`src/design/ibs_cfg.svh`:
```
// Register offsets, field positions, reset values and timing counts of the bus selector
`ifndef IBS_CFG_SVH
`define IBS_CFG_SVH
`define IBS_OFF_CTRL 4'h0
`define IBS_OFF_STATUS 4'h4
`define IBS_OFF_HANDOVER 4'h8
`define IBS_CTRL_DUAL_BIT 0
`define IBS_CTRL_RESET 1'b0
`define IBS_ST_NOM_ACT_BIT 0
`define IBS_ST_RED_ACT_BIT 1
`define IBS_ST_SEL_LSB 2
`define IBS_ST_TIMEOUT_BIT 4
`define IBS_ST_MODE_BIT 5
`define IBS_ST_CNT_NOM_LSB 8
`define IBS_ST_CNT_RED_LSB 16
`define IBS_HANDOVER_RESET 16'h0000
`define IBS_PULSE_OSC_CYCLES 4'h1
`endif

```
`src/design/ibs_pkg.sv`:
```
// Types shared by the interrogation-bus activity monitor and selector
package ibs_pkg;
   typedef enum logic [1:0] {
      IBS_SEL_NONE = 2'b00,
      IBS_SEL_NOM = 2'b01,
      IBS_SEL_RED = 2'b10
   } ibs_sel_t;
   typedef enum logic {
      IBS_ST_RUN = 1'b0,
      IBS_ST_PULSE = 1'b1
   } ibs_hand_t;
endpackage : ibs_pkg

```
`src/design/ibs_osc_phase.sv`:
```
// Local oscillator divider: detector reset window, sample strobe and count tick
`timescale 1ns/1ps
module ibs_osc_phase (
   input wire logic clk,
   input wire logic rst,
   input wire logic osc,
   output logic tick,
   output logic det_reset_n,
   output logic sample
);
   logic osc_prev_q;
   logic phase_q;

   // Oscillator edge found by sampling; the oscillator is far slower than the clock
   assign tick = osc & ~osc_prev_q;
   // Detectors are out of reset in one oscillator cycle out of two
   assign det_reset_n = phase_q;
   assign sample = tick & phase_q;

   // Divide by two on each oscillator rise
   always_ff @(posedge clk) begin
      if (rst) begin
         osc_prev_q <= 1'b0;
         phase_q <= 1'b0;
      end else begin
         osc_prev_q <= osc;
         phase_q <= phase_q ^ tick;
      end
   end
endmodule : ibs_osc_phase

```
`src/design/ibs_watchdog.sv`:
```
// One interrogation bus channel: falling-edge detector and saturating watchdog counter
`timescale 1ns/1ps
module ibs_watchdog #(
   parameter int WD_W = 5
) (
   input wire logic clk,
   input wire logic rst,
   input wire logic disc_n,
   input wire logic det_reset_n,
   input wire logic sample,
   input wire logic tick,
   output logic [WD_W-1:0] count,
   output logic active
);
   logic disc_prev_q;
   logic edge_q;
   logic edge_d;
   logic [WD_W-1:0] cnt_q;
   logic [WD_W-1:0] cnt_d;
   logic fall;
   logic capture;

   // Only high-to-low transitions count; rising edges are ignored
   assign fall = disc_prev_q & ~disc_n;
   // Edge flag held clear while the detector reset is low
   assign edge_d = det_reset_n & (edge_q | fall);
   assign capture = sample & edge_d;
   // Clear on a captured edge, else count ticks and stick once the top bit is set
   assign cnt_d = capture ? '0 :
      (tick & ~cnt_q[WD_W-1]) ? cnt_q + 1'b1 : cnt_q;
   assign count = cnt_q;
   assign active = ~cnt_q[WD_W-1];

   always_ff @(posedge clk) begin
      if (rst) begin
         disc_prev_q <= 1'b1;
         edge_q <= 1'b0;
         cnt_q <= '1;
      end else begin
         disc_prev_q <= disc_n;
         edge_q <= edge_d;
         cnt_q <= cnt_d;
      end
   end
endmodule : ibs_watchdog

```
`src/design/ibs_bus_select.sv`:
```
// Interrogation-bus activity monitor, redundancy selector and mode routing
//
// Implementation choices: the register addresses and the Avalon-MM slave port.
`timescale 1ns/1ps
`include "ibs_cfg.svh"
//
// Behaviour
// - Remote-terminal power-up reset leaves neither bus selected.
// - One falling-edge detector and 5-bit watchdog per interrogation bus.
// - Select the active bus; with both active, Nominal wins.
// - Selected bus going quiet times out and resets device and user.
// - Every selection change resets device and user logic.
// - Transmit on selected set only; dual transmit drives both sets.
// - Oscillator divided into detector reset and sample strobe, one cycle in two.
// - A sampled falling edge clears that bus's watchdog counter.
// - Counter top bit set means bus inactive.
// - No active bus: timeout low, all reception inhibited.
// - One active bus: receive on that bus's redundancy set.
// - Counters preset to all ones at power-up.
// - Single edge: inactive after 17.5 to 18.5 oscillator cycles; the code goes inactive 16 to 17 cycles after an edge in the window.
// - Nominal or dual to Redundant handover delayed 18 to 19 cycles.
// - Redundant to Nominal or dual handover after 1.5 to 2.5 cycles; the code switches 2 to 3 cycles after the first sampled edge.
// - Each handover emits a one oscillator cycle timeout pulse.
// - Remote mode routes received sync, clock, data, valid to kernel, pins driven.
// - Remote mode ORs kernel and external response; kernel also monitored.
// - Remote mode reset combines timeout with master reset.
// - Central mode: timeout output only, bus chosen by external select.
// - Central mode uses dedicated clocks and enables; remote mode forces them.
module ibs_bus_select
   import ibs_pkg::*;
#(
   parameter int WD_W = 5,
   parameter int HO_W = 16
) (
   input wire logic CLK,
   input wire logic RST,
   input wire logic LOCAL_OSC_CLOCK,
   input wire logic FALLING_DISCRIMINATOR_N_NOM,
   input wire logic FALLING_DISCRIMINATOR_N_RED,
   input wire logic TERMINAL_MODE_SELECT,
   input wire logic DUAL_BUS_TRANSMIT,
   input wire logic MASTER_RESET_N,
   input wire logic CT_BUS_SELECT,
   input wire logic CT_MODULATION_CLOCK,
   input wire logic CT_DATA_CLOCK,
   input wire logic CT_SYNC_TX_ENABLE,
   input wire logic CT_INVALIDATE_TX_ENABLE,
   input wire logic REC_MOD_CLOCK,
   input wire logic REC_SYNC,
   input wire logic REC_CLOCK,
   input wire logic REC_DATA,
   input wire logic REC_VALID,
   input wire logic RX_INTERROG_SYNC_I,
   output logic RX_INTERROG_SYNC_O,
   output logic RX_INTERROG_SYNC_OE,
   input wire logic RX_INTERROG_CLOCK_I,
   output logic RX_INTERROG_CLOCK_O,
   output logic RX_INTERROG_CLOCK_OE,
   input wire logic RX_INTERROG_DATA_I,
   output logic RX_INTERROG_DATA_O,
   output logic RX_INTERROG_DATA_OE,
   input wire logic RX_INTERROG_VALID_I,
   output logic RX_INTERROG_VALID_O,
   output logic RX_INTERROG_VALID_OE,
   output logic KERNEL_SYNC,
   output logic KERNEL_CLOCK,
   output logic KERNEL_DATA,
   output logic KERNEL_VALID,
   input wire logic KERNEL_RESPONSE_DATA,
   input wire logic KERNEL_RESPONSE_ENABLE,
   input wire logic EXT_RESPONSE_DATA,
   input wire logic EXT_RESPONSE_ENABLE,
   output logic KERNEL_RESPONSE_DATA_MON,
   output logic KERNEL_RESPONSE_ENABLE_MON,
   output logic TX_MOD_CLOCK,
   output logic TX_DATA_CLOCK,
   output logic TX_SYNC_ENABLE,
   output logic TX_INVALIDATE_ENABLE,
   output logic TX_DATA,
   output logic TX_ENABLE,
   output logic TX_SELECT_NOM,
   output logic TX_SELECT_RED,
   output logic RX_ENABLE_NOM,
   output logic RX_ENABLE_RED,
   output logic BUS_TIMEOUT_N,
   output logic DEVICE_RESET_N,
   input wire logic [3:0] AVS_ADDRESS,
   input wire logic AVS_READ,
   input wire logic AVS_WRITE,
   input wire logic [31:0] AVS_WRITEDATA,
   input wire logic [3:0] AVS_BYTEENABLE,
   output logic [31:0] AVS_READDATA,
   output logic AVS_WAITREQUEST
);
   // Bus choice from the two activity flags; Nominal has priority
   function automatic ibs_sel_t pick_bus(input logic nom_act, input logic red_act);
      ibs_sel_t res;
      res = IBS_SEL_NONE;
      if (nom_act) begin
         res = IBS_SEL_NOM;
      end else if (red_act) begin
         res = IBS_SEL_RED;
      end
      return res;
   endfunction : pick_bus

   // Per-set enables for one selection code
   function automatic logic [1:0] set_enables(input ibs_sel_t sel);
      logic [1:0] en;
      en = 2'b00;
      unique case (sel)
         IBS_SEL_NONE: en = 2'b00;
         IBS_SEL_NOM: en = 2'b01;
         IBS_SEL_RED: en = 2'b10;
         default: en = 2'b00;
      endcase
      return en;
   endfunction : set_enables

   logic tick;
   logic det_reset_n;
   logic sample;
   logic [WD_W-1:0] wd_count [2];
   logic [1:0] wd_active;
   logic [1:0] disc_n;

   ibs_osc_phase u_osc (
      .clk(CLK),
      .rst(RST),
      .osc(LOCAL_OSC_CLOCK),
      .tick(tick),
      .det_reset_n(det_reset_n),
      .sample(sample)
   );

   // Index 0 is the Nominal bus, index 1 the Redundant bus
   assign disc_n = {FALLING_DISCRIMINATOR_N_RED, FALLING_DISCRIMINATOR_N_NOM};

   // One independent channel per interrogation bus
   generate
      for (genvar i = 0; i < 2; i++) begin : g_chan
         ibs_watchdog #(
            .WD_W(WD_W)
         ) u_wd (
            .clk(CLK),
            .rst(RST),
            .disc_n(disc_n[i]),
            .det_reset_n(det_reset_n),
            .sample(sample),
            .tick(tick),
            .count(wd_count[i]),
            .active(wd_active[i])
         );
      end
   endgenerate

   // Bus usage state
   ibs_sel_t sel_q;
   ibs_sel_t sel_d;
   ibs_hand_t hand_q;
   ibs_hand_t hand_d;
   logic [3:0] pulse_cnt_q;
   logic [3:0] pulse_cnt_d;
   ibs_sel_t want;
   logic change;
   logic pulse_start;
   logic pulse_end;
   logic [HO_W-1:0] handover_q;
   logic [HO_W-1:0] handover_d;

   assign want = pick_bus(wd_active[0], wd_active[1]);
   assign change = (want != sel_q);
   // Handovers are judged on oscillator ticks, so a dropped Nominal needs its full
   // watchdog run before Redundant takes over, while a returning Nominal starts its
   // handover pulse on the tick after its edge is sampled and wins one tick later
   assign pulse_start = (hand_q == IBS_ST_RUN) & tick & change & (want != IBS_SEL_NONE);
   assign pulse_end = (hand_q == IBS_ST_PULSE) & tick & (pulse_cnt_q == `IBS_PULSE_OSC_CYCLES);

   // Selector sequencing: loss of all busses drops at once, a move to a bus goes
   // through a timeout pulse of whole oscillator cycles first
   always_comb begin
      sel_d = sel_q;
      hand_d = hand_q;
      pulse_cnt_d = pulse_cnt_q;
      unique case (hand_q)
         IBS_ST_RUN: begin
            if (tick & change & (want == IBS_SEL_NONE)) begin
               sel_d = IBS_SEL_NONE;
            end else if (pulse_start) begin
               hand_d = IBS_ST_PULSE;
               pulse_cnt_d = 4'h1;
            end
         end
         IBS_ST_PULSE: begin
            if (pulse_end) begin
               sel_d = want;
               hand_d = IBS_ST_RUN;
            end else if (tick) begin
               pulse_cnt_d = pulse_cnt_q + 4'h1;
            end
         end
      endcase
   end

   // Count handovers for software; a write clears, a handover in the same cycle wins
   assign handover_d = pulse_start ? handover_q + 1'b1 : handover_q;

   always_ff @(posedge CLK) begin
      if (RST) begin
         sel_q <= IBS_SEL_NONE;
         hand_q <= IBS_ST_RUN;
         pulse_cnt_q <= 4'h0;
      end else begin
         sel_q <= sel_d;
         hand_q <= hand_d;
         pulse_cnt_q <= pulse_cnt_d;
      end
   end

   // Register file and Avalon slave with one wait state
   logic ctrl_dual_q;
   logic wait_q;
   logic [31:0] rdata_q;
   logic [31:0] rdata_d;
   logic req;
   logic take;
   logic hit_ctrl;
   logic hit_status;
   logic hit_handover;
   logic [31:0] status_word;
   logic clr_handover;

   assign req = AVS_READ | AVS_WRITE;
   // The answer is given on the cycle after the request is first seen
   assign take = req & ~wait_q;
   assign hit_ctrl = (AVS_ADDRESS == `IBS_OFF_CTRL);
   assign hit_status = (AVS_ADDRESS == `IBS_OFF_STATUS);
   assign hit_handover = (AVS_ADDRESS == `IBS_OFF_HANDOVER);
   assign clr_handover = take & AVS_WRITE & hit_handover & AVS_BYTEENABLE[0];

   // Live status: activity, selection, timeout, mode and both counters
   always_comb begin
      status_word = 32'h00000000;
      status_word[`IBS_ST_NOM_ACT_BIT] = wd_active[0];
      status_word[`IBS_ST_RED_ACT_BIT] = wd_active[1];
      status_word[`IBS_ST_SEL_LSB +: 2] = sel_q;
      status_word[`IBS_ST_TIMEOUT_BIT] = BUS_TIMEOUT_N;
      status_word[`IBS_ST_MODE_BIT] = TERMINAL_MODE_SELECT;
      status_word[`IBS_ST_CNT_NOM_LSB +: WD_W] = wd_count[0];
      status_word[`IBS_ST_CNT_RED_LSB +: WD_W] = wd_count[1];
   end

   // Unmapped addresses read as zero and ignore writes
   assign rdata_d = !(AVS_READ & wait_q) ? rdata_q :
      hit_ctrl ? {31'h00000000, ctrl_dual_q} :
      hit_status ? status_word :
      hit_handover ? {{(32 - HO_W){1'b0}}, handover_q} : 32'h00000000;

   always_ff @(posedge CLK) begin
      if (RST) begin
         wait_q <= 1'b1;
         rdata_q <= 32'h00000000;
         ctrl_dual_q <= `IBS_CTRL_RESET;
         handover_q <= `IBS_HANDOVER_RESET;
      end else begin
         wait_q <= ~(req & wait_q);
         rdata_q <= rdata_d;
         if (take & AVS_WRITE & hit_ctrl & AVS_BYTEENABLE[0]) begin
            ctrl_dual_q <= AVS_WRITEDATA[`IBS_CTRL_DUAL_BIT];
         end
         if (pulse_start) begin
            handover_q <= handover_d;
         end else if (clr_handover) begin
            handover_q <= `IBS_HANDOVER_RESET;
         end
      end
   end

   // Mode-dependent routing, all registered onto the pins
   logic central_terminal_mode;
   logic dual;
   logic timeout_n_d;
   logic [1:0] rx_en_d;
   logic [1:0] tx_en_d;
   logic [3:0] rec_bundle;
   logic [3:0] pin_bundle;
   logic [3:0] kernel_d;

   assign central_terminal_mode = TERMINAL_MODE_SELECT;
   assign dual = DUAL_BUS_TRANSMIT | ctrl_dual_q;
   // Low while no bus is selected or during a handover pulse, in either mode
   assign timeout_n_d = (sel_q != IBS_SEL_NONE) & (hand_q == IBS_ST_RUN);
   // Central mode: the external terminal picks the set (low Nominal, high Redundant)
   assign rx_en_d = central_terminal_mode ? (CT_BUS_SELECT ? 2'b10 : 2'b01) :
      set_enables(sel_q);
   assign tx_en_d = rx_en_d | {dual, dual};
   assign rec_bundle = {REC_VALID, REC_DATA, REC_CLOCK, REC_SYNC};
   assign pin_bundle = {RX_INTERROG_VALID_I, RX_INTERROG_DATA_I, RX_INTERROG_CLOCK_I,
      RX_INTERROG_SYNC_I};
   // Receiver stream feeds the kernel in remote mode, the pins do in central mode
   assign kernel_d = central_terminal_mode ? pin_bundle : rec_bundle;

   always_ff @(posedge CLK) begin
      if (RST) begin
         {RX_INTERROG_VALID_O, RX_INTERROG_DATA_O, RX_INTERROG_CLOCK_O,
            RX_INTERROG_SYNC_O} <= 4'h0;
         {RX_INTERROG_VALID_OE, RX_INTERROG_DATA_OE, RX_INTERROG_CLOCK_OE,
            RX_INTERROG_SYNC_OE} <= 4'h0;
         {KERNEL_VALID, KERNEL_DATA, KERNEL_CLOCK, KERNEL_SYNC} <= 4'h0;
      end else begin
         {RX_INTERROG_VALID_O, RX_INTERROG_DATA_O, RX_INTERROG_CLOCK_O,
            RX_INTERROG_SYNC_O} <= rec_bundle;
         {RX_INTERROG_VALID_OE, RX_INTERROG_DATA_OE, RX_INTERROG_CLOCK_OE,
            RX_INTERROG_SYNC_OE} <= {4{~central_terminal_mode}};
         {KERNEL_VALID, KERNEL_DATA, KERNEL_CLOCK, KERNEL_SYNC} <= kernel_d;
      end
   end

   // Transmitter sourcing; registering the clocks adds one cycle of skew, equal on both
   always_ff @(posedge CLK) begin
      if (RST) begin
         TX_MOD_CLOCK <= 1'b0;
         TX_DATA_CLOCK <= 1'b0;
         TX_SYNC_ENABLE <= 1'b0;
         TX_INVALIDATE_ENABLE <= 1'b0;
         TX_DATA <= 1'b0;
         TX_ENABLE <= 1'b0;
      end else begin
         TX_MOD_CLOCK <= central_terminal_mode ? CT_MODULATION_CLOCK : REC_MOD_CLOCK;
         TX_DATA_CLOCK <= central_terminal_mode ? CT_DATA_CLOCK : REC_CLOCK;
         TX_SYNC_ENABLE <= central_terminal_mode & CT_SYNC_TX_ENABLE;
         TX_INVALIDATE_ENABLE <= central_terminal_mode & CT_INVALIDATE_TX_ENABLE;
         TX_DATA <= EXT_RESPONSE_DATA | (~central_terminal_mode & KERNEL_RESPONSE_DATA);
         TX_ENABLE <= central_terminal_mode | EXT_RESPONSE_ENABLE | KERNEL_RESPONSE_ENABLE;
      end
   end

   // Selection, monitors, timeout and the combined reset
   always_ff @(posedge CLK) begin
      if (RST) begin
         KERNEL_RESPONSE_DATA_MON <= 1'b0;
         KERNEL_RESPONSE_ENABLE_MON <= 1'b0;
         TX_SELECT_NOM <= 1'b0;
         TX_SELECT_RED <= 1'b0;
         RX_ENABLE_NOM <= 1'b0;
         RX_ENABLE_RED <= 1'b0;
         BUS_TIMEOUT_N <= 1'b0;
         DEVICE_RESET_N <= 1'b0;
      end else begin
         KERNEL_RESPONSE_DATA_MON <= KERNEL_RESPONSE_DATA;
         KERNEL_RESPONSE_ENABLE_MON <= KERNEL_RESPONSE_ENABLE;
         {TX_SELECT_RED, TX_SELECT_NOM} <= tx_en_d;
         {RX_ENABLE_RED, RX_ENABLE_NOM} <= rx_en_d;
         BUS_TIMEOUT_N <= timeout_n_d;
         // Central mode keeps the watchdog out of the internal reset
         DEVICE_RESET_N <= MASTER_RESET_N & (central_terminal_mode | timeout_n_d);
      end
   end

   // Limitation: with an oscillator harmonically tied to the bus modulation some
   // edges fall outside the detection window and a live bus may time out
   assign AVS_READDATA = rdata_q;
   assign AVS_WAITREQUEST = wait_q;
endmodule : ibs_bus_select

```
`config.mk`:
```
export PLATFORM = sky130hd
export DESIGN_NAME = ibs_bus_select
export DESIGN_NICKNAME = d
export VERILOG_FILES = /design/src/design/ibs_pkg.sv /design/src/design/ibs_osc_phase.sv /design/src/design/ibs_watchdog.sv /design/src/design/ibs_bus_select.sv
export VERILOG_INCLUDE_DIRS = /design/src /design/src/design
export SDC_FILE = /design/constraint.sdc
export NUM_CORES = 1
export LEC_CHECK = 0
export BUFFER_PORTS_ARGS = -buffer_cell sky130_fd_sc_hd__buf_2
export CAP_MARGIN = 20
export CORE_ASPECT_RATIO = 1.2
export CORE_MARGIN = 3
export CORE_UTILIZATION = 30
export DETAILED_ROUTE_END_ITERATION = 12
export GPL_TIMING_DRIVEN = 0
export HOLD_SLACK_MARGIN = 0.15
export SYNTH_ARGS = -nofsm -noshare
export SYNTH_HDL_FRONTEND = slang
export SYNTH_SLANG_ARGS = --single-unit
export TNS_END_PERCENT = 5
```
`constraint.sdc`:
```
create_clock -name CLK -period 1.5 [get_ports CLK]
set_input_delay 0.15 -clock CLK [delete_from_list [all_inputs] [get_ports CLK]]
set_output_delay 0.15 -clock CLK [all_outputs]
set_load 0.02 [all_outputs]
```
==> flow_summary_export.csv, run 1 <==
group,metric,value,unit
cts,path_clk_slew,60,ps
global_route,grt_max_degree,14,
die,die_area,13250,µm²
setup_path,path_class,"reg2reg",
synth,ys_seq_elements,85,
placement,io_buffer_count,80,
timing,finalCritPeriodShare,111.4,%
timing,max_freq,598.7,MHz
placement,gp_congestion,0.8900,
die,row_count,43,
routing,vias_per_cell,4.937,
die,coreArea,11570,µm²
die,start_util,30.86,%
synth,synthTopCellsByArea,"dfxtp_1 48%, a21oi_1 4.5%, nor2_1 4.2%",
pwr,p_leak,2.163,nW
synth,async_flop_share,0,%
final_layout,antennaDiodeCount,0,
timing,finalSetupViolCount,18,
global_route,grt_pass1_wl,17.08,mm
timing,finClkSkew,6.173,ps
global_route,met1_usage,19.60,%
timing,fin_crit,1670,ps
cts,cts_max_level,3,
placement,hpwl,7.263,mm
timing,hold_viol,0,
pwr,p_per_area,999.3,nW/µm²
setup_path,end_kind,"flip-flop",
synth,ys_seq_area_share,47.67,%
routing,vias,3525,
routing,routedWlPerCell,15.32,µm
routing,drt-pass1-iter-count,4,
timing,fin_ws,-170.4,ps
global_route,grtUsageMet2,26.61,%
synth,syn-instance-count,406,
die,die_x,105.6,µm
final_layout,final_cell_mix,"78 x buf_2, 76 x dfxtp_1, 36 x nor2_1",
run,maxCapViolations,0,
final_layout,layout.nets,626,
final_layout,layout_commonest_cell,"buf_2",
die,io_pins,127,
status,violations,"setup timing",
setup_path,crit_arrival,1910,ps
synth,ys_warn_count,0,
setup_path,path_max_fanout,5,
final_layout,n_fill_cell,1097,
cts,cts_root_buf,"clkbuf_16",
synth,synth_flop_cell,"dfxtp_1",
routing,wl,10.94,mm
routing,drt-initial-drc-count,164,
routing,drcViolationCount,0,
die,die_h,125.5,µm
synth,syn_area,3570,µm²
synth,synth_cell_types,47,
cts,clock_path_buffers,2,
global_route,use_met3,3.356,%
final_layout,syn2layout_area_growth,46.83,%
timing,final_max_slew_viol_count,0,
pwr,irDropWorstVdd,0.0005366,V
global_route,grt_pass1_vias,3419,
global_route,busiest_layer,"met2",
setup_path,critPathRequiredTime,1740,ps
cts,cts_tree,"built",
cts,clk_latency,340,ps
final_layout,design_area,5241,µm²
status,outcome,"finished with violations",
synth,synth_area_leader_cell,"dfxtp_1",
cts,cts_sinks,85,
timing,worst_slew_pin_slew,671.2,ps
routing,ant_nets,0,
global_route,overflow,0,
global_route,antenna_found_initial,0,
timing,rsz0062_at_grt,"yes",
placement,place_area,4209,µm²
timing,slew-limit-headroom,55.25,%
synth,synth_area_per_cell,8.792,µm²
synth,synth_edf_count,0,
setup_path,start_kind,"flip-flop",
final_layout,drive_above_1_share,32.68,%
min_path,min_path_type,"in2reg",
global_route,grt_usage,15.98,%
synth,synth_top_area_share,47.67,%
pwr,p_total,5.238,mW
cts,cts_buffers,9,
## final timing paths
check	start	end	slack [ps]	depth (start not counted)
max	sel_q[0]	handover_q[14]	-170	6
min	AVS_BYTEENABLE[0]	ctrl_dual_q	290	5
max reg2reg	sel_q[0]	handover_q[14]	-170	6
min reg2reg	AVS_READDATA[14]	AVS_READDATA[14]	450	2
## logic make-up (layout without fill, tap and decap cells)
| group | after synthesis | count (layout) | share of synthesized area (%) |
|---|---|---|---|
| multiplexers | 8 | 8 | 2.243 |
| flip-flops | 85 | 85 | 47.67 |
| AO/OA/AOI/OAI | 93 | 93 | 17.14 |
| adder cells (fa/ha/maj) | 6 | 6 | 2.103 |
| XOR/XNOR | 8 | 8 | 1.963 |
| buffers and inverters | 48 | 189 | 6.800 |
| other | 1 | 11 | 0.1051 |
| AND/OR/NAND/NOR | 157 | 157 | 21.98 |
## where the power goes
part / leakage (nW) / internal (mW) / switching [mW]
combinational: 1.31 / 0.248 / 0.345
sequential: 0.700 / 2.32 / 0.0343
clock: 0.152 / 1.42 / 0.863
total: 2.16 / 4.00 / 1.24
## final cells by class
cell class                 count  area, µm²  area share [%]
multi-input combinational    283       1913           36.50
sequential                    85       1718           32.78
timing repair buffer         126      845.8           16.14
clock buffer                  13      270.3           5.156
buffer                        35      206.4           3.939
tap                          157      196.4           3.748
inverter                      12      48.80          0.9310
clock inverter                 3      42.54          0.8116
## timing repair
action | CTS | global route
cloned | 1 | 0
pin swaps | 12 | 17
hold buffers | 30 | 2
setup buffers | 9 | 4
endpoints found under the hold margin | 26 | 1
resized for setup | 28 | 52
endpoints found under the setup margin | 34 | 43
## state kept, by name, indices dropped and copies added (netlist names), 2 cells and up
name and flops:
g_chan.u_wd.edge_q 2, AVS_READDATA 21, pulse_cnt_q 4, sel_q 2
g_chan.u_wd.disc_prev_q 2, handover_q 16, g_chan.u_wd.count 10
## worst max-delay path, cell delays in order, from the launching register on
cell and delay [ps]:
dfxtp_4 350, nor3b_4 160, or3_4 380, nor2_4 210
buf_6 160, a31oi_1 100, a311oi_2 200
## stage by stage
stage               hold slack, ps  setup WS [ps]  util, %  TNS [ps]  cells
floorplan                    238.6         -107.2        -    -961.9    416
global placement             339.5         -531.9    36.39    -12750    653
detailed placement           342.8         -495.0    36.39    -13670    653
CTS                          158.1         -116.3    43.22     -1449    709
global route                 338.6         -213.3    45.31     -2964    714
finish                       286.2         -170.4    45.31     -1588    714
## layer usage
layer	part of all wire, %	vias to the layer above
met5	0	-
met4	2.3	0
met3	6.7	18
met2	48	123
met1	43	1666
li1	-	1718
## synthesized netlist by cell type (2+ instances only)
library cell and count:
dfxtp_1 85, nor2_1 40, nand2_1 35, a21oi_1 32, nor3_1 25, nand3_1 20, clkbuf_1 18, buf_4 14
o21ai_0 14, inv_1 12, a221oi_1 10, nor2b_1 9, mux2i_1 8, a211oi_1 7, a31oi_1 7, ha_1 6
a41oi_1 5, and3_1 5, nand4_1 5, nor3b_1 4, xnor2_1 4, xor2_1 4, o211a_1 3, o21ai_1 3
a311oi_1 2, a32o_1 2, and2_1 2, buf_2 2, o211ai_1 2, o21a_1 2, o21ai_2 2, or4_1 2
No activity file was read; power rests on OpenSTA's default activity.
==> inputs of run 2 (changes only) <==
--- a/config.mk
+++ b/config.mk
@@ -6,6 +6,7 @@
 export SDC_FILE = /design/constraint.sdc
 export NUM_CORES = 1
 export LEC_CHECK = 0
+export ABC_AREA = 1
 export BUFFER_PORTS_ARGS = -buffer_cell sky130_fd_sc_hd__buf_2
 export CAP_MARGIN = 20
 export CORE_ASPECT_RATIO = 1.2
==> constraint.sdc (replaced) <==
create_clock -name CLK -period 1.8 [get_ports CLK]
set_input_delay 0.18 -clock CLK [delete_from_list [all_inputs] [get_ports CLK]]
set_output_delay 0.18 -clock CLK [all_outputs]
set_load 0.02 [all_outputs]
==> flow_summary_export.csv, run 2 <==
group,metric,value,unit
synth,synth_commonest_cells,"106 x nand2_1, 85 x dfxtp_1, 64 x nand3_1, 46 x inv_1, 46 x nor2_1",
timing,fin_crit,1545,ps
run,maxCapViolations,0,
placement,io_buffer_count,80,
cts,post-cts-setup-buffers,0,
setup_path,cp_cell_sequence,"dlygate4sd3_1, buf_2, inv_2, nor2_4, inv_2, nor2_4, nand2_2, nor2_8, buf_8, nand2_2, a21oi_2",
die,die_area,14300,µm²
timing,finalCritPeriodShare,85.85,%
cts,cts_buffers,9,
setup_path,path_max_fanout,10,
final_layout,n_fill_cell,1219,
final_layout,fin_util,41.00,%
timing,finalSetupViolCount,0,
routing,drt-initial-drc-count,321,
cts,cts_resized,0,
synth,async_flop_share,0,%
timing,finClkSkew,7.857,ps
routing,wl_met3,892,µm
setup_path,critPathSlowestCell,"dlygate4sd3_1",
setup_path,cp_top_family,"buffers and inverters",
synth,synth_edf_count,0,
routing,wl,10.66,mm
timing,hold_viol,0,
cts,clk_latency,340,ps
die,coreArea,12330,µm²
timing,rsz0062_at_grt,"no",
cts,cts_root_buf,"clkbuf_16",
synth,ys_warn_count,0,
setup_path,critPathRequiredTime,2070,ps
setup_path,crit_arrival,1810,ps
synth,ys_seq_elements,85,
cts,cts_tree,"built",
synth,synth_area_per_cell,7.457,µm²
routing,wl_met1,4.471,mm
timing,whs,178.1,ps
global_route,antenna_found_initial,0,
placement,dp_cells,770,
routing,routedWlPerCell,13.12,µm
setup_path,path_class,"in2reg",
synth,syn-instance-count,519,
final_layout,layout.nets,720,
routing,ant_nets,0,
routing,drt-pass1-iter-count,5,
timing,tns,0,ps
die,die_x,109.7,µm
min_path,min_path_type,"in2reg",
setup_path,cpPeakStageDelay,520,ps
synth,synthTopCellsByArea,"dfxtp_1 44%, nand2_1 10%, nand3_1 8.3%",
timing,worst_slew_pin_slew,672.2,ps
timing,final_max_slew_viol_count,0,
timing,max_freq,647.1,MHz
routing,highest_layer,"met4",
cts,cts_max_level,3,
setup_path,crit_start,"LOCAL_OSC_CLOCK",
pwr,p_leak,2.261,nW
status,outcome,"finished, final reports clean",
cts,clock_path_buffers,2,
pwr,irDropWorstVdd,0.0005749,V
pwr,p_per_area,824.3,nW/µm²
global_route,grt_pass1_wl,16.65,mm
routing,wl_met2,5.188,mm
placement,hpwl,7.898,mm
timing,slew-limit-headroom,55.19,%
synth,synth_area_leader_cell,"dfxtp_1",
synth,synth_cell_types,36,
global_route,overflow,0,
cts,cts_sinks,85,
setup_path,path_buf_inv,5,
final_layout,largest_register_ffs,21,
placement,gp_congestion,0.9066,
routing,vias_per_cell,4.642,
min_path,hold_start,"CT_BUS_SELECT",
setup_path,end_kind,"flip-flop",
routing,vias,3769,
pwr,p_total,4.168,mW
final_layout,drive_above_1_share,22.73,%
setup_path,r2r-start,"handover_q[1]",
final_layout,layout_commonest_cell,"nand2_1",
final_layout,final_cell_mix,"106 x nand2_1, 85 x dfxtp_1, 81 x buf_2",
cts,path_clk_slew,60,ps
final_layout,antennaDiodeCount,0,
global_route,grt_usage,14.83,%
setup_path,start_kind,"primary input",
synth,synth_flop_cell,"dfxtp_1",
synth,ys_seq_area_share,43.97,%
synth,synth_top_area_share,43.97,%
die,start_util,31.38,%
global_route,grt_pass1_vias,3631,
die,io_pins,127,
final_layout,fin_cells,812,
global_route,grt_max_degree,16,
die,die_h,130.4,µm
synth,syn_area,3870,µm²
synth,yosysMostFrequentCell,"nand2_1",
final_layout,syn2layout_area_growth,30.65,%
routing,drcViolationCount,0,
die,row_count,44,
-- run 2: changes by cell type after synthesis, sizes merged, moves of 7 or more --
cell	change
nand3	+47
mux2i	-8
a211oi	-7
a21oi	+13
nor2b	-9
nand2	+82
inv	+37
nor2	+10
nor3	-25
o21ai	+15
a221oi	-10
-- run 2: power breakdown --
| group | total (mW) | internal, mW | leakage, nW | switching [mW] |
|---|---|---|---|---|
| Sequential | 1.97 | 1.94 | 0.695 | 0.0276 |
| Clock | 1.75 | 0.979 | 0.127 | 0.768 |
| Combinational | 0.450 | 0.173 | 1.44 | 0.277 |
-- run 2: path summary, 6_finish.rpt --
check / end / slack (ps) / cells past startpoint
setup / recovery: handover_q[4] / 250 / 11
hold reg to reg: AVS_READDATA[9] / 470 / 2
hold / removal: RX_ENABLE_NOM / 180 / 4
setup reg to reg: handover_q[14] / 260 / 8
-- run 2: area by class of cell --
type                       count  area [µm²]  area share, %
multi-input combinational    360        1809          35.78
clock inverter                 6       47.55         0.9404
timing repair buffer         106       660.6          13.07
inverter                      50       187.7          3.712
buffer                        34       209.0          4.133
sequential                    85        1702          33.65
tap                          161       201.4          3.984
clock buffer                  10       239.0          4.727
-- run 2: logic make-up (layout without fill, tap and decap cells) --
logic type | after synthesis | after routing | synth area share [%]
buffers and inverters | 84 | 206 | 10.25
XOR/XNOR | 5 | 5 | 1.132
other | 1 | 11 | 0.09690
AND/OR/NAND/NOR | 243 | 243 | 28.52
flip-flops | 85 | 85 | 43.97
AO/OA/AOI/OAI | 95 | 95 | 14.10
adder cells (fa/ha/maj) | 6 | 6 | 1.940
-- run 2: metal layers --
layer,vias up,global-route usage (%)
met1,1714,16.81
met3,8,3.833
li1,1924,-
met4,0,7.043
met5,-,0
met2,123,25.84
-- run 2: metrics by stage --
step                      setup WS (ps)  cell area [µm²]
after floorplan                   504.8             3908
after global placement            282.6             4509
after detailed placement          263.7             4509
after CTS                         41.48             5066
after global routing              61.46             5056
final                             254.8             5056
-- run 2: worst reg2reg max path, stage by stage, from the launching register on --
cell	delay [ps]
dfxtp_1	390
ha_1	190
nand2_1	100
nor2_1	380
nand3_1	120
nand2_1	80
nand2_1	40
nand2_1	60
a21oi_2	50
-- run 2: what timing repair did --
| item | CTS | global route |
|---|---|---|
| setup endpoints to repair | 0 | 1 |
| hold buffers | 27 | 0 |
| endpoints found under the hold margin | 25 | 0 |
==> inputs of run 3 (changes only) <==
--- a/config.mk
+++ b/config.mk
@@ -9,12 +9,15 @@
 export ABC_AREA = 1
 export BUFFER_PORTS_ARGS = -buffer_cell sky130_fd_sc_hd__buf_2
 export CAP_MARGIN = 20
+export CELL_PAD_IN_SITES_DETAIL_PLACEMENT = 1
+export CELL_PAD_IN_SITES_GLOBAL_PLACEMENT = 2
 export CORE_ASPECT_RATIO = 1.2
 export CORE_MARGIN = 3
-export CORE_UTILIZATION = 30
+export CORE_UTILIZATION = 27
 export DETAILED_ROUTE_END_ITERATION = 12
 export GPL_TIMING_DRIVEN = 0
 export HOLD_SLACK_MARGIN = 0.15
+export PLACE_DENSITY_LB_ADDON = 0.1
 export SYNTH_ARGS = -nofsm -noshare
 export SYNTH_HDL_FRONTEND = slang
 export SYNTH_SLANG_ARGS = --single-unit
==> flow_summary_export.csv, run 3 (same netlist as run 2, synthesis figures left out) <==
group,metric,value,unit
min_path,min_to,"KERNEL_DATA",
cts,cts_tree,"built",
routing,drt-pass1-iter-count,4,
timing,fin_crit,1584,ps
routing,vias,3830,
global_route,antenna_found_initial,0,
timing,finalCritPeriodShare,87.99,%
timing,finClkSkew,7.228,ps
final_layout,layout_commonest_cell,"nand2_1",
timing,slew-limit-headroom,53.77,%
setup_path,timing.rr.end,"handover_q[7]",
placement,hpwl,9.537,mm
routing,routedWlPerCell,15.39,µm
pwr,p_leak,2.274,nW
global_route,overflow,0,
setup_path,path_max_fanout,10,
pwr,p_total,4.300,mW
die,die_x,115.3,µm
timing,rsz0062_at_grt,"no",
routing,vias_per_cell,4.665,
pwr,irDropWorstVdd,0.0003005,V
cts,cts_sinks,85,
cts,clk_latency,350,ps
placement,gp_congestion,0.7779,
setup_path,critPathRequiredTime,2030,ps
final_layout,largest_register_ffs,21,
placement,io_buffer_count,80,
cts,cts_max_level,3,
status,outcome,"finished, final reports clean",
cts,post-cts-setup-buffers,0,
die,coreArea,13940,µm²
setup_path,start_kind,"primary input",
final_layout,drive_above_1_share,22.62,%
cts,clock_path_buffers,2,
pwr,p_per_area,845.8,nW/µm²
final_layout,syn2layout_area_growth,31.36,%
timing,max_freq,631.4,MHz
min_path,min_path_type,"in2reg",
final_layout,antennaDiodeCount,0,
timing,finalSetupViolCount,0,
final_layout,layout.nets,721,
timing,whs,204.3,ps
cts,cts_root_buf,"clkbuf_16",
routing,drt-initial-drc-count,115,
setup_path,r2r_cells,9,
routing,ant_nets,0,
timing,hold_viol,0,
die,die_h,137.2,µm
timing,worst_slew_pin_slew,693.4,ps
final_layout,final_cell_mix,"106 x nand2_1, 85 x dfxtp_1, 81 x buf_2",
cts,path_clk_slew,60,ps
setup_path,path_class,"in2reg",
global_route,grt_pass1_vias,3892,
setup_path,crit_arrival,1820,ps
routing,drcViolationCount,0,
final_layout,fin_util,36.48,%
setup_path,end_kind,"flip-flop",
global_route,grt_pass1_wl,19.88,mm
global_route,grt_max_degree,14,
timing,final_max_slew_viol_count,0,
die,io_pins,127,
min_path,hold_start,"TERMINAL_MODE_SELECT",
die,start_util,27.77,%
global_route,grt_usage,16.33,%
cts,cts_buffers,9,
timing,tns,0,ps
setup_path,r2r-start,"sel_q[0]",
run,maxCapViolations,0,
die,row_count,47,
setup_path,reg2reg_slack,240,ps
timing,fin_ws,216.1,ps
placement,pre_cts_ws,170.0,ps
min_path,hold_depth,4,
die,die_area,15810,µm²
routing,wl,12.64,mm
-- run 3: cell count changes in the layout (fill, tap and decap cells not counted) --
| cell | change |
|---|---|
| dlygate4sd3_1 | +1 |
| clkinvlp_4 | -2 |
| clkinv_4 | -1 |
| clkinv_2 | +1 |
| nor2_2 | +1 |
| nor2_1 | -1 |
| bufinv_16 | +1 |
| inv_6 | -1 |
-- run 3: per-stage QoR --
step | instances | area, µm²
floorplan | 529 | 3908
global placement | 780 | 4522
detailed placement | 780 | 4522
CTS | 822 | 5091
global route | 821 | 5084
finish | 821 | 5084
-- run 3: how the worst max path moves through the flow --
| stage | start | to | slack, ps | cells past startpoint |
|---|---|---|---|---|
| floorplan | handover_q[1] | handover_q[14] | 500 | 8 |
| global placement | RST | handover_q[6] | 180 | 5 |
| detailed placement | RST | handover_q[6] | 170 | 5 |
| CTS | REC_MOD_CLOCK | TX_MOD_CLOCK | 40 | 6 |
| global route | RST | AVS_WAITREQUEST | 50 | 5 |
| finish | RST | AVS_WAITREQUEST | 220 | 5 |
-- run 3: power by group --
| group | leakage, nW | total, mW | switching [mW] | internal (mW) |
|---|---|---|---|---|
| clock | 0.136 | 1.87 | 0.771 | 1.10 |
| sequential | 0.695 | 1.97 | 0.0289 | 1.94 |
| combinational | 1.44 | 0.460 | 0.285 | 0.175 |
| total | 2.27 | 4.30 | 1.09 | 3.21 |
-- run 3: layout make-up --
type                    count  area [µm²]
repair buffers            107       670.6
plain buffers              34       209.0
inverters                  50       187.7
multi-input cells         360        1812
well taps                 171       214.0
clock buffers              10       239.0
clock inverters             4       50.05
flip-flops and latches     85        1702
fillers                  1744        8853
-- run 3: worst max-delay path, cell delays in order --
cell           delay (ps)
clkbuf_1              240
inv_1                 200
clkbuf_1              460
o211ai_1              150
dlygate4sd3_1         590
-- run 3: per-layer routing --
layer  global-route usage, %  vias up  wire (µm)
met5                       0        -          0
met4                   6.393        0        233
met3                   2.698       15        479
met2                   30.15       78       6428
met1                   18.50     1807       5497
li1                        -     1930          -
-- run 3: what timing repair did --
| item | in CTS | in global routing |
|---|---|---|
| hold buffers | 28 | 0 |
| gates resized for setup | 0 | 1 |
| hold endpoints to repair | 26 | 0 |
| setup endpoints to repair | 0 | 2 |
